File: src/logic/ssc_pkg.sv
// Purpose: shared constants and types of the stepper sequencer control block
// Assumes: 100 MHz core clock, 32 sequencer positions per electrical cycle
// Notes:   level codes are the current-ratio mode codes, zero meaning phase off
package ssc_pkg;

	localparam int CLOCK_PERIOD_NS         = 10;
	// least time between a wake from either sleep and the next step edge
	localparam int SLEEP_WAKE_DELAY_NS     = 100000;
	localparam int SLEEP_WAKE_DELAY_CYCLES = (SLEEP_WAKE_DELAY_NS + CLOCK_PERIOD_NS - 1)
		/ CLOCK_PERIOD_NS;
	localparam int WAKE_CNT_W              = 14;

	localparam int POS_W                   = 5;
	localparam logic [4:0] POS_RESET       = 5'h00;
	// distance from position to the phase A peak angle
	localparam logic [4:0] DIAG_OFFSET     = 5'h04;
	localparam logic [4:0] PHASE_B_OFFSET  = 5'h08;
	localparam logic [4:0] FULL_STEP_SIZE  = 5'h08;
	localparam logic [3:0] DIST_DIAGONAL   = 4'h4;
	localparam logic [3:0] DIST_FOLD       = 4'h8;

	localparam logic [3:0] LEVEL_OFF       = 4'h0;
	localparam logic [3:0] LEVEL_2         = 4'h2;
	localparam logic [3:0] LEVEL_4         = 4'h4;
	localparam logic [3:0] LEVEL_6         = 4'h6;
	localparam logic [3:0] LEVEL_8         = 4'h8;
	localparam logic [3:0] LEVEL_A         = 4'hA;
	localparam logic [3:0] LEVEL_C         = 4'hC;
	localparam logic [3:0] LEVEL_E         = 4'hE;
	localparam logic [3:0] LEVEL_F         = 4'hF;
	localparam logic [3:0] LEVEL_RESET     = 4'hF;

	typedef logic [WAKE_CNT_W-1:0] ssc_wake_t;

	// step mode, coded as {step_mode_select_b, step_mode_select_a}
	typedef enum logic [1:0] {
		MODE_FULL    = 2'b00,
		MODE_HALF    = 2'b01,
		MODE_QUARTER = 2'b10,
		MODE_EIGHTH  = 2'b11
	} ssc_mode_e;

	localparam ssc_mode_e MODE_RESET = MODE_FULL;

	typedef struct packed {
		logic stepClock;
		logic direction;
		logic modeA;
		logic modeB;
		logic deepSleep;
		logic lightSleep;
		logic chopSync;
		logic protEvent;
	} ssc_pins_s;

	typedef struct packed {
		logic [4:0] position;
		ssc_mode_e  mode;
		logic       stepPrev;
		logic       protLatched;
		logic       fullStep;
		logic [3:0] levelA;
		logic       negA;
		logic [3:0] levelB;
		logic       negB;
		logic       chopAlign;
		ssc_wake_t  wakeCount;
	} ssc_state_s;

endpackage

File: src/logic/ssc_pin_filter.sv
// Purpose: three-stage input synchroniser with agreement filter
// Assumes: inputs are asynchronous to clock
// Notes:   a change counts once the second and third stages agree
`timescale 1ns/1ps
module ssc_pin_filter #(
	parameter int WIDTH = 8
) (
	input  wire logic             clock,       // core clock
	input  wire logic             rst,         // async reset, active high
	input  wire logic             clockEnable, // freezes all stages while low
	input  wire logic [WIDTH-1:0] rawIn,       // asynchronous pin levels
	output logic      [WIDTH-1:0] cleanOut     // filtered levels
);

	typedef struct packed {
		logic [WIDTH-1:0] s1;
		logic [WIDTH-1:0] s2;
		logic [WIDTH-1:0] s3;
		logic [WIDTH-1:0] out;
	} ssc_filt_s;

	ssc_filt_s f_r;
	ssc_filt_s f_nxt;

	always_comb begin
		f_nxt = f_r;
		f_nxt.s1 = rawIn;
		// s1 feeds s2 only, it may still be metastable
		f_nxt.s2 = f_r.s1;
		f_nxt.s3 = f_r.s2;
		for (int i = 0; i < WIDTH; i++) begin
			if (f_r.s2[i] == f_r.s3[i]) begin
				f_nxt.out[i] = f_r.s3[i];
			end
		end
	end

	always_ff @(posedge clock or posedge rst) begin
		if (rst) begin
			f_r <= '0;
		end else if (clockEnable) begin
			f_r <= f_nxt;
		end
	end

	assign cleanOut = f_r.out;

endmodule

File: src/logic/ssc_sequencer.sv
// Purpose: step sequencer, sleep control and monitor outputs of a stepper driver
// Assumes: protection detection and power stage sit outside this block
// Notes:   all pins but reset and clock enable pass a three-stage filter, so response lags those pins by about four cycles
//
// Summary of operation
// sequencer advances only on step rising edge
// host keeps step high and low over 2us
// host keeps direction and mode 1us from edge
// mode select bits pick full/half/quarter/eighth
// direction low forward, high reverse
// direction and mode take effect at next edge
// reset returns sequencer to starting point asynchronously
// output disable ignored while reset is high
// host holds reset high over 2us
// host waits 5us after reset before stepping
// light sleep disables outputs, sequencer keeps stepping
// deep sleep disables outputs, ignores step edges
// deep sleep clears latched protection state
// host waits 100us after wake before stepping
// full-step monitor high at two-phase positions
// protection monitor high while protection active
// monitor outputs are open drain, pull low only
// board ties unused inputs to fixed levels
// each edge moves to next state in direction
// chop sync high aligns off-time of phases
// diagonal level 70.7 for quarter/eighth, full otherwise
// 32-state counter, step 8/4/2/1 per mode
`timescale 1ns/1ps
module ssc_sequencer #(
	parameter ssc_pkg::ssc_wake_t WAKE_CYCLES =
		ssc_pkg::ssc_wake_t'(ssc_pkg::SLEEP_WAKE_DELAY_CYCLES)
) (
	input  wire logic       clock,                 // core clock, 100 MHz
	input  wire logic       rst,                   // logic reset pin, async, active high
	input  wire logic       clockEnable,           // freezes all state while low
	input  wire logic       stepClockIn,           // step clock pin
	input  wire logic       rotationDirectionIn,   // low forward, high reverse
	input  wire logic       stepModeSelectA,       // step mode select, first bit
	input  wire logic       stepModeSelectB,       // step mode select, second bit
	input  wire logic       deepSleepIn,           // deep sleep, high holds sequencer
	input  wire logic       referenceLightSleepIn, // light sleep level, high sleeps
	input  wire logic       chopSyncIn,            // high aligns chopping of both phases
	input  wire logic       protectionEventIn,     // protection detector trip
	output logic            outputEnableOut,       // power stage enable
	output logic      [3:0] phaseALevelOut,        // phase A current ratio code
	output logic            phaseANegativeOut,     // phase A driven on inverted output
	output logic      [3:0] phaseBLevelOut,        // phase B current ratio code
	output logic            phaseBNegativeOut,     // phase B driven on inverted output
	output logic            chopSyncAlignOut,      // aligned chopping request
	output logic      [4:0] positionOut,           // sequencer position 0..31
	output logic            wakeReadyOut,          // wake delay has elapsed
	output logic            fullStepMonitorOut,    // open-drain data, always low
	output logic            fullStepMonitorOe,     // high pulls full-step monitor low
	output logic            protectionMonitorOut,  // open-drain data, always low
	output logic            protectionMonitorOe    // high pulls protection monitor low
);

	ssc_pkg::ssc_pins_s  pinsRaw;
	ssc_pkg::ssc_pins_s  pinsClean;
	ssc_pkg::ssc_state_s s_r;
	ssc_pkg::ssc_state_s s_nxt;
	ssc_pkg::ssc_mode_e  modeNow;
	logic                stepEdge;
	logic                stepAccept;
	logic [4:0]          stepSize;
	logic [4:0]          aligned;
	logic [4:0]          angleA;
	logic [4:0]          angleB;
	logic [3:0]          distA;
	logic [3:0]          distB;
	logic                coarseMode;

	assign pinsRaw = '{
		stepClock:  stepClockIn,
		direction:  rotationDirectionIn,
		modeA:      stepModeSelectA,
		modeB:      stepModeSelectB,
		deepSleep:  deepSleepIn,
		lightSleep: referenceLightSleepIn,
		chopSync:   chopSyncIn,
		protEvent:  protectionEventIn
	};

	ssc_pin_filter #(
		.WIDTH($bits(ssc_pkg::ssc_pins_s))
	) u_pins (
		.clock       (clock),
		.rst         (rst),
		.clockEnable (clockEnable),
		.rawIn       (pinsRaw),
		.cleanOut    (pinsClean)
	);

	// distance of an angle to the nearest peak of its phase, 0..8
	function automatic logic [3:0] foldDist(input logic [3:0] x);
		foldDist = (x <= ssc_pkg::DIST_FOLD) ? x : 4'h0 - x;
	endfunction

	function automatic logic [3:0] levelOf(input logic [3:0] d, input logic coarse);
		unique case (d)
			4'h0:    levelOf = ssc_pkg::LEVEL_F;
			4'h1:    levelOf = ssc_pkg::LEVEL_E;
			4'h2:    levelOf = ssc_pkg::LEVEL_C;
			4'h3:    levelOf = ssc_pkg::LEVEL_A;
			// full and half step drive the diagonal at full level
			4'h4:    levelOf = coarse ? ssc_pkg::LEVEL_F : ssc_pkg::LEVEL_8;
			4'h5:    levelOf = ssc_pkg::LEVEL_6;
			4'h6:    levelOf = ssc_pkg::LEVEL_4;
			4'h7:    levelOf = ssc_pkg::LEVEL_2;
			default: levelOf = ssc_pkg::LEVEL_OFF;
		endcase
	endfunction

	// negative half of the phase: angles 9..23 from its peak
	function automatic logic isNeg(input logic [4:0] a);
		isNeg = (a > 5'h08) && (a < 5'h18);
	endfunction

	always_comb begin
		s_nxt = s_r;
		modeNow = ssc_pkg::ssc_mode_e'({pinsClean.modeB, pinsClean.modeA});
		stepEdge = pinsClean.stepClock && !s_r.stepPrev;
		// deep sleep holds the sequencer, light sleep does not
		stepAccept = stepEdge && !pinsClean.deepSleep;
		s_nxt.stepPrev = pinsClean.stepClock;
		// 8, 4, 2 or 1 positions per step
		stepSize = ssc_pkg::FULL_STEP_SIZE >> modeNow;
		aligned = s_r.position & ~(stepSize - 5'h01);
		if (stepAccept) begin
			// mode and direction are sampled only here, so changes wait for an edge
			s_nxt.mode = modeNow;
			if (pinsClean.direction) begin
				// an off-grid position snaps back, which already counts as a step
				s_nxt.position = (s_r.position == aligned) ? aligned - stepSize : aligned;
			end else begin
				s_nxt.position = aligned + stepSize;
			end
		end
		angleA = s_nxt.position + ssc_pkg::DIAG_OFFSET;
		angleB = angleA - ssc_pkg::PHASE_B_OFFSET;
		distA = foldDist(angleA[3:0]);
		distB = foldDist(angleB[3:0]);
		coarseMode = (s_nxt.mode == ssc_pkg::MODE_FULL) || (s_nxt.mode == ssc_pkg::MODE_HALF);
		s_nxt.levelA = levelOf(distA, coarseMode);
		s_nxt.levelB = levelOf(distB, coarseMode);
		s_nxt.negA = isNeg(angleA);
		s_nxt.negB = isNeg(angleB);
		s_nxt.fullStep = (s_nxt.position[2:0] == 3'h0);
		// a trip in the clearing cycle still latches
		if (pinsClean.protEvent) begin
			s_nxt.protLatched = 1'b1;
		end else if (pinsClean.deepSleep) begin
			s_nxt.protLatched = 1'b0;
		end
		s_nxt.chopAlign = pinsClean.chopSync;
		if (pinsClean.deepSleep || pinsClean.lightSleep) begin
			s_nxt.wakeCount = WAKE_CYCLES;
		end else if (s_r.wakeCount != '0) begin
			s_nxt.wakeCount = s_r.wakeCount - ssc_pkg::ssc_wake_t'(1);
		end
	end

	always_ff @(posedge clock or posedge rst) begin
		if (rst) begin
			s_r.position <= ssc_pkg::POS_RESET;
			s_r.mode <= ssc_pkg::MODE_RESET;
			s_r.stepPrev <= 1'b0;
			s_r.protLatched <= 1'b0;
			s_r.fullStep <= 1'b1;
			s_r.levelA <= ssc_pkg::LEVEL_RESET;
			s_r.negA <= 1'b0;
			s_r.levelB <= ssc_pkg::LEVEL_RESET;
			s_r.negB <= 1'b0;
			s_r.chopAlign <= 1'b0;
			s_r.wakeCount <= '0;
		end else if (clockEnable) begin
			s_r <= s_nxt;
		end
	end

	// the filtered light sleep is held at zero by reset, so the raw pin decides here;
	// protection and deep sleep cannot turn the stage off while reset is high
	assign outputEnableOut = rst ? !referenceLightSleepIn
		: !(pinsClean.lightSleep || pinsClean.deepSleep || s_r.protLatched);

	assign phaseALevelOut = s_r.levelA;
	assign phaseANegativeOut = s_r.negA;
	assign phaseBLevelOut = s_r.levelB;
	assign phaseBNegativeOut = s_r.negB;
	assign chopSyncAlignOut = s_r.chopAlign;
	assign positionOut = s_r.position;
	assign wakeReadyOut = (s_r.wakeCount == '0);

	// monitors only ever pull low; high comes from the board pull-up
	assign fullStepMonitorOut = 1'b0;
	assign fullStepMonitorOe = !s_r.fullStep;
	assign protectionMonitorOut = 1'b0;
	assign protectionMonitorOe = !s_r.protLatched;

	a_step_needs_edge: assert property (@(posedge clock) disable iff (rst)
		!stepAccept |=> $stable(s_r.position))
		else $error("position moved without a step edge");

	a_eighth_forward: assert property (@(posedge clock) disable iff (rst)
		(stepAccept && clockEnable && modeNow == ssc_pkg::MODE_EIGHTH && !pinsClean.direction)
		|=> s_r.position == 5'($past(s_r.position) + 5'h01))
		else $error("eighth step forward did not advance by one");

	a_full_reverse: assert property (@(posedge clock) disable iff (rst)
		(stepAccept && clockEnable && modeNow == ssc_pkg::MODE_FULL && pinsClean.direction
			&& s_r.position[2:0] == 3'h0)
		|=> s_r.position == 5'($past(s_r.position) - 5'h08))
		else $error("full step reverse did not retreat by eight");

	a_mode_at_edge: assert property (@(posedge clock) disable iff (rst)
		!(stepAccept && clockEnable) |=> $stable(s_r.mode))
		else $error("step mode changed between edges");

	a_deep_hold: assert property (@(posedge clock) disable iff (rst)
		pinsClean.deepSleep [*2] |-> !outputEnableOut ##1 $stable(s_r.position))
		else $error("deep sleep did not hold the sequencer");

	a_prot_release: assert property (@(posedge clock) disable iff (rst)
		(clockEnable && pinsClean.deepSleep && !pinsClean.protEvent)
		|=> !s_r.protLatched && protectionMonitorOe)
		else $error("deep sleep did not release protection");

	a_prot_flag: assert property (@(posedge clock) disable iff (rst)
		// only a deep sleep in the first cycle may release it in the second
		(clockEnable && pinsClean.protEvent) |=> !protectionMonitorOe
			##1 (!protectionMonitorOe || $past(pinsClean.deepSleep)))
		else $error("protection monitor not released high after trip");

	a_full_monitor: assert property (@(posedge clock) disable iff (rst)
		fullStepMonitorOe == (s_r.position[2:0] != 3'h0))
		else $error("full-step monitor disagrees with position");

	a_diag_level: assert property (@(posedge clock) disable iff (rst)
		(s_r.position[2:0] == 3'h0) |-> (s_r.levelA == s_r.levelB)
			&& (s_r.levelA == ((s_r.mode == ssc_pkg::MODE_FULL || s_r.mode == ssc_pkg::MODE_HALF)
				? ssc_pkg::LEVEL_F : ssc_pkg::LEVEL_8)))
		else $error("wrong current level at a diagonal position");

	a_light_steps: assert property (@(posedge clock) disable iff (rst)
		(pinsClean.lightSleep && !pinsClean.deepSleep) |-> !outputEnableOut
			&& (stepAccept == stepEdge))
		else $error("light sleep handling wrong");

	a_reset_drive: assert property (@(posedge clock)
		(rst && !referenceLightSleepIn) |-> outputEnableOut && positionOut == ssc_pkg::POS_RESET)
		else $error("outputs not driven at start point during reset");

	a_chop_follow: assert property (@(posedge clock) disable iff (rst)
		clockEnable |=> chopSyncAlignOut == $past(pinsClean.chopSync))
		else $error("chop alignment did not follow the input");

	// the clock enable freezes the whole state word, pin filter included
	a_freeze_hold: assert property (@(posedge clock) disable iff (rst)
		!clockEnable |=> $stable(s_r))
		else $error("state moved while the clock enable was low");

	a_step_once: assert property (@(posedge clock) disable iff (rst)
		(stepAccept && clockEnable) |=> !stepAccept)
		else $error("one step edge was taken twice");

	a_mode_latch: assert property (@(posedge clock) disable iff (rst)
		(stepAccept && clockEnable) |=> s_r.mode == $past(modeNow))
		else $error("step mode not taken at the step edge");

	a_half_forward: assert property (@(posedge clock) disable iff (rst)
		(stepAccept && clockEnable && modeNow == ssc_pkg::MODE_HALF && !pinsClean.direction)
		|=> s_r.position == 5'(($past(s_r.position) & 5'h1C) + 5'h04))
		else $error("half step forward did not reach the next half step");

	// only aligned starts are checked here; an off-grid start snaps instead
	a_quarter_reverse: assert property (@(posedge clock) disable iff (rst)
		(stepAccept && clockEnable && modeNow == ssc_pkg::MODE_QUARTER && pinsClean.direction
			&& !s_r.position[0])
		|=> s_r.position == 5'($past(s_r.position) - 5'h02))
		else $error("quarter step reverse did not retreat by two");

	a_one_phase_on: assert property (@(posedge clock) disable iff (rst)
		(s_r.levelA != ssc_pkg::LEVEL_OFF) || (s_r.levelB != ssc_pkg::LEVEL_OFF))
		else $error("both phases off at a sequencer position");

	a_prot_hold: assert property (@(posedge clock) disable iff (rst)
		(s_r.protLatched && !pinsClean.deepSleep) |=> s_r.protLatched)
		else $error("protection released without deep sleep");

	a_prot_disable: assert property (@(posedge clock) disable iff (rst)
		s_r.protLatched |-> !outputEnableOut && !protectionMonitorOe)
		else $error("latched protection left the outputs on");

	a_wake_hold: assert property (@(posedge clock) disable iff (rst)
		(clockEnable && (pinsClean.deepSleep || pinsClean.lightSleep)) |=> !wakeReadyOut)
		else $error("wake ready raised while asleep");

	a_wake_count: assert property (@(posedge clock) disable iff (rst)
		(clockEnable && !pinsClean.deepSleep && !pinsClean.lightSleep && !wakeReadyOut)
		|=> s_r.wakeCount
			== ssc_pkg::ssc_wake_t'($past(s_r.wakeCount) - ssc_pkg::ssc_wake_t'(1)))
		else $error("wake delay did not count down by one");

	// reset is asynchronous, so the state already sits at the start point when sampled
	a_reset_state: assert property (@(posedge clock)
		rst |-> positionOut == ssc_pkg::POS_RESET && s_r.mode == ssc_pkg::MODE_RESET
			&& protectionMonitorOe && !fullStepMonitorOe)
		else $error("state not at the start point during reset");

endmodule

File: config.mk
export PLATFORM = sky130hd
export DESIGN_NAME = ssc_sequencer
export DESIGN_NICKNAME = d
export VERILOG_FILES = /design/src/logic/ssc_pkg.sv /design/src/logic/ssc_pin_filter.sv /design/src/logic/ssc_sequencer.sv
export SDC_FILE = /design/constraint.sdc
export NUM_CORES = 1
export LEC_CHECK = 0
export BUFFER_PORTS_ARGS = -buffer_cell sky130_fd_sc_hd__clkbuf_2
export CAP_MARGIN = 15
export CORE_AREA = 2 2 100 102
export CTS_CLUSTER_SIZE = 16
export DETAILED_ROUTE_END_ITERATION = 8
export DIE_AREA = 0 0 102 104
export GPL_ROUTABILITY_DRIVEN = 0
export GPL_TIMING_DRIVEN = 0
export PLACE_DENSITY = 0.63
export SYNTH_ARGS = -nofsm -noshare
export SYNTH_HDL_FRONTEND = slang
export SYNTH_SLANG_ARGS = --single-unit
File: constraint.sdc
create_clock -name clock -period 5.1 [get_ports clock]
set_clock_uncertainty 0.2 [all_clocks]
set_input_delay 0.255 -clock clock [delete_from_list [all_inputs] [get_ports clock]]
set_output_delay 0.255 -clock clock [all_outputs]
set_load 0.02 [all_outputs]
==> flow_metrics.py <==
metrics = {
    "detailed_routing": {
        "met2_length_mm": 3.823,
        "vias": 3017,
        "drtPass1Iterations": 5,
        "postRouteAntennaNets": 0,
        "wl_per_cell_um": 13.96,
        "routed_wl_mm": 8.140,
        "met1_length_mm": 3.809,
        "highest-signal-layer": "met4",
        "drt_first_iter_violations": 163,
        "remaining_drc_errors": 0,
        "met3RoutedLength_um": 315,
        "avgViaCountPerCell": 5.175,
    },
    "logic_synthesis": {
        "synth-seq-area-share_pct": 43.15,
        "synth-edff-count": 0,
        "post_synth_main_area_contributors": "dfrtp_1 37%, mux2_2 8.2%, dfstp_2 6.1%",
        "yosysUniqueCellTypes": 68,
        "synth.largest_area_cell": "dfrtp_1",
        "post_synth_instance_area_um2": 3854,
        "synth-seq-cells": 66,
        "synthArstFlopShare_pct": 100.0,
        "area_share_of_the_largest_cell_type_after_synthesis_pct": 37.01,
        "synth_top_flop_cell": "dfrtp_1",
        "postSynthCellCount": 394,
        "synth-warning-count": 0,
        "post_synth.cell_area_avg_um2": 9.781,
    },
    "worst_setup_path": {
        "worst_setup_path_endpoint": "phaseBLevelOut[3]$_DFFE_PP1P_",
        "levels_on_crit_path": 17,
        "worst_path_most_repeated_cell": "clkbuf_1",
        "cp_data_arrival_time_ps": 4540,
        "worst_path_largest_cell_delay_ps": 390,
        "critical_path_required_ps": 5170,
        "worst-r2r-cell-count": 17,
        "cp-start-kind": "flop",
        "critical_path.slowest_cell": "clkbuf_1",
        "worst_r2r_endpoint": "phaseBLevelOut[3]$_DFFE_PP1P_",
        "worst_setup_path_startpoint": "u_pins.cleanOut[5]$_DFFE_PP0P_",
        "worstSetupPathType": "flop to flop",
        "reg2reg_slack_ps": 630,
        "worstPathCellList": "clkbuf_1 -> clkbuf_1 -> nor2_1 -> o21a_1 -> inv_1 -> ha_1 -> buf_1 -> nor4b_1 -> a32o_1 -> nand2b_1 -> o21a_1 -> inv_1 -> ha_1 -> clkbuf_1 -> mux2i_1 -> o21ai_0 -> a211oi_1",
        "critPathBufInv": 6,
        "timing.critical_path.max_delay_family": "buffers and inverters",
        "rr_startpoint": "u_pins.cleanOut[5]$_DFFE_PP0P_",
        "timing.critical_path.to_type": "flop",
        "critical_path.max_fanout": 10,
    },
    "sta": {
        "worstMarginPinSlew_ps": 939.9,
        "grt_setup_unrepaired": "no",
        "final_hold_viol_count": 0,
        "max_slew_margin_pct": 37.21,
        "finalMaxSlewViolations": 0,
        "finalWorstPathRequiredPeriod_ps": 4470,
        "whs_ps": 47.83,
        "finalSetupTns_ps": 0,
        "setup_viol_count_final": 0,
        "max_freq_mhz": 223.7,
        "share_of_the_cycle_needed_by_the_critical_path_after_routing_pct": 87.65,
    },
    "final_layout": {
        "filler_cell_count": 930,
        "seqCellArea_um2": 1663,
        "multi_input_area_um2": 1887,
        "num_antenna_cells": 0,
        "final_core_utilization_pct": 46.87,
        "finalNonFillerCells": 583,
        "fin_area_um2": 4476,
        "fin_nets": 467,
        "area_growth_syn_to_layout_pct": 16.14,
        "post_route_cells_drive_above_1_share_pct": 26.89,
    },
    "die": {
        "placementRows": 36,
        "io_pins": 33,
        "die_area_um2": 10610,
        "chipHeight_um": 104,
        "start_util_pct": 40.36,
        "floorplan.core_area_um2": 9549,
        "die_x_um": 102,
    },
    "power": {
        "internal_power_mw": 1.460,
        "net-switching-power_mw": 1.019,
        "max-vdd-ir-drop_uv": 241.9,
        "power.share.combinational_pct": 49.4,
        "power.share.clock_pct": 17.8,
        "switching_share_pct": 41.11,
        "power_per_cell_area_nw_per_um2": 554.0,
        "seq_power_share_pct": 32.8,
        "total_leakage_power_nw": 1.896,
    },
    "run": {
        "maxCapViolations": 0,
    },
    "cts": {
        "htree_levels": 3,
        "clkTransAtPathRegs_ps": 80,
        "worst_skew_pair.late_latency_ps": 350,
        "cts_num_sinks": 66,
        "max-clock-path-buffers": 2,
        "cts_inserted_buffers": 9,
        "cts_tree": "done",
        "cts.root.buffer_cell": "clkbuf_8",
    },
    "worst_hold_path": {
        "hp_class": "primary input to flop",
        "hp-start": "clockEnable",
    },
    "place": {
        "place.detailed.hpwl_mm": 5.634,
        "placement.io_buffers": 29,
        "placedCellCount": 558,
        "placed_instance_area_um2": 4189,
    },
    "grt": {
        "groute.usage.overall_pct": 16.72,
        "grt_pass1_vias": 2917,
        "gr-total-overflow": 0,
        "grt_max_degree": 41,
        "antenna_found_initial": 0,
        "grt_first_pass_wirelength_mm": 14.07,
    },
    "status": {
        "run_status": "finished, final reports clean",
    },
}
[power groups by stage]
stage / Sequential (mW) / Clock, mW / Combinational [mW]
global placement: 0.816 / 0 / 1.18
global route: 0.834 / 0.480 / 1.37
floorplan: 0.802 / 0 / 0.936
finish: 0.812 / 0.442 / 1.23
detailed placement: 0.822 / 0 / 1.20
CTS: 0.813 / 0.455 / 1.22
[cells in the mapped netlist, drive strengths merged, types with 3 or more instances]
| library cell | n |
|---|---|
| xor2 | 5 |
| dfrtp | 57 |
| o21ai | 25 |
| nor3 | 3 |
| o31ai | 4 |
| o211ai | 4 |
| xnor2 | 9 |
| and2 | 6 |
| dfstp | 9 |
| or3 | 6 |
| mux2 | 28 |
| nand2b | 14 |
| nor2 | 25 |
| or2 | 3 |
| o22ai | 6 |
| a31oi | 3 |
| nor2b | 4 |
| a21oi | 25 |
| nand2 | 24 |
| o21a | 5 |
| o41ai | 3 |
| clkbuf | 18 |
| buf | 20 |
| inv | 20 |
| or4 | 5 |
| nand3 | 6 |
| ha | 11 |
| nor4 | 4 |
| a211oi | 7 |
| nor3b | 3 |
[layout by cell type (no fill, tap or decap), drive strengths merged, types with 3 or more instances in the layout]
cell         instances
o21a                 5
buf                 21
xnor2                9
a31oi                3
dlygate4sd3          9
inv                 20
o31ai                4
o21ai               25
nor3b                3
dfstp                9
xor2                 5
clkbuf              58
nand2               24
and2                 6
nor4                 4
ha                  11
o41ai                3
nor3                 3
dfrtp               57
or4                  5
nor2b                4
nand2b              14
mux2                28
nor2                25
a21oi               25
o22ai                6
or2                  3
or3                  6
a211oi               7
o211ai               4
nand3                6
[worst min-delay path by stage]
| stage | depth (start not counted) | end |
|---|---|---|
| global route | 3 | s_r[1]$_DFFE_PP0P_ |
| floorplan | 1 | u_pins.f_nxt[23]$_DFFE_PP0P_ |
| detailed placement | 2 | u_pins.f_nxt[18]$_DFFE_PP0P_ |
| global placement | 2 | phaseALevelOut[2]$_DFFE_PP1P_ |
| finish | 3 | s_r[1]$_DFFE_PP0P_ |
| CTS | 3 | s_r[1]$_DFFE_PP0P_ |
[layout make-up]
| type | count | area share [%] |
|---|---|---|
| Sequential cell | 66 | 37.15 |
| Buffer | 38 | 5.200 |
| Timing Repair Buffer | 39 | 5.703 |
| Tap cell | 133 | 3.718 |
| Clock inverter | 5 | 1.230 |
| Inverter | 20 | 1.677 |
| Multi-Input combinational cell | 271 | 42.16 |
| Clock buffer | 11 | 3.159 |
[per-layer routing]
metal | up-vias | GRT usage [%]
met5 | - | 0
li1 | 1485 | -
met1 | 1437 | 22.46
met4 | 0 | 8.095
met2 | 82 | 26.03
met3 | 13 | 2.755
[metrics by stage]
stage,power (mW),setup slack (ps)
detailed placement,2.026,655.7
global route,2.680,115.6
finish,2.480,630.0
floorplan,1.738,1461
CTS,2.486,643.3
global placement,1.994,755.6
[state kept, by name, indices dropped and copies added, names as in the netlist, 4 cells and up, named ones only]
signal / flops
u_pins.f_r: 8
phaseBLevelOut: 4
positionOut: 5
phaseALevelOut: 4
u_pins.cleanOut: 8
s_r: 17
u_pins.f_nxt: 16
[cell families (layout without fill, tap and decap cells)]
logic type      after synthesis  count (layout)  share of synthesized area, %
simple gates                112             112                         15.78
compound gates              103             103                         17.79
xor+xnor                     14              14                         3.182
mux                          29              29                         8.442
other cells                   1               2                       0.09731
buf+inv                      58             113                         7.987
fa+ha+maj                    11              11                         3.571
flops                        66              66                         43.15
[worst register-to-register path: cells and delay by family, from the launching register on]
kind	cells	cell delay, ps
buffers and inverters	6	1580
AOI/OAI and AO/OA	5	1000
adders and majority gates	2	500
DFF	1	350
muxes	1	230
and+or+nand+nor	3	510
[timing repair]
| item | 4_1_cts | 5_1_grt |
|---|---|---|
| setup buffers | 0 | 0 |
| hold buffers | 9 | 0 |
| hold endpoints to repair | 34 | 0 |
| resized for setup | 0 | 0 |
Power figures use the tool's default switching activity.
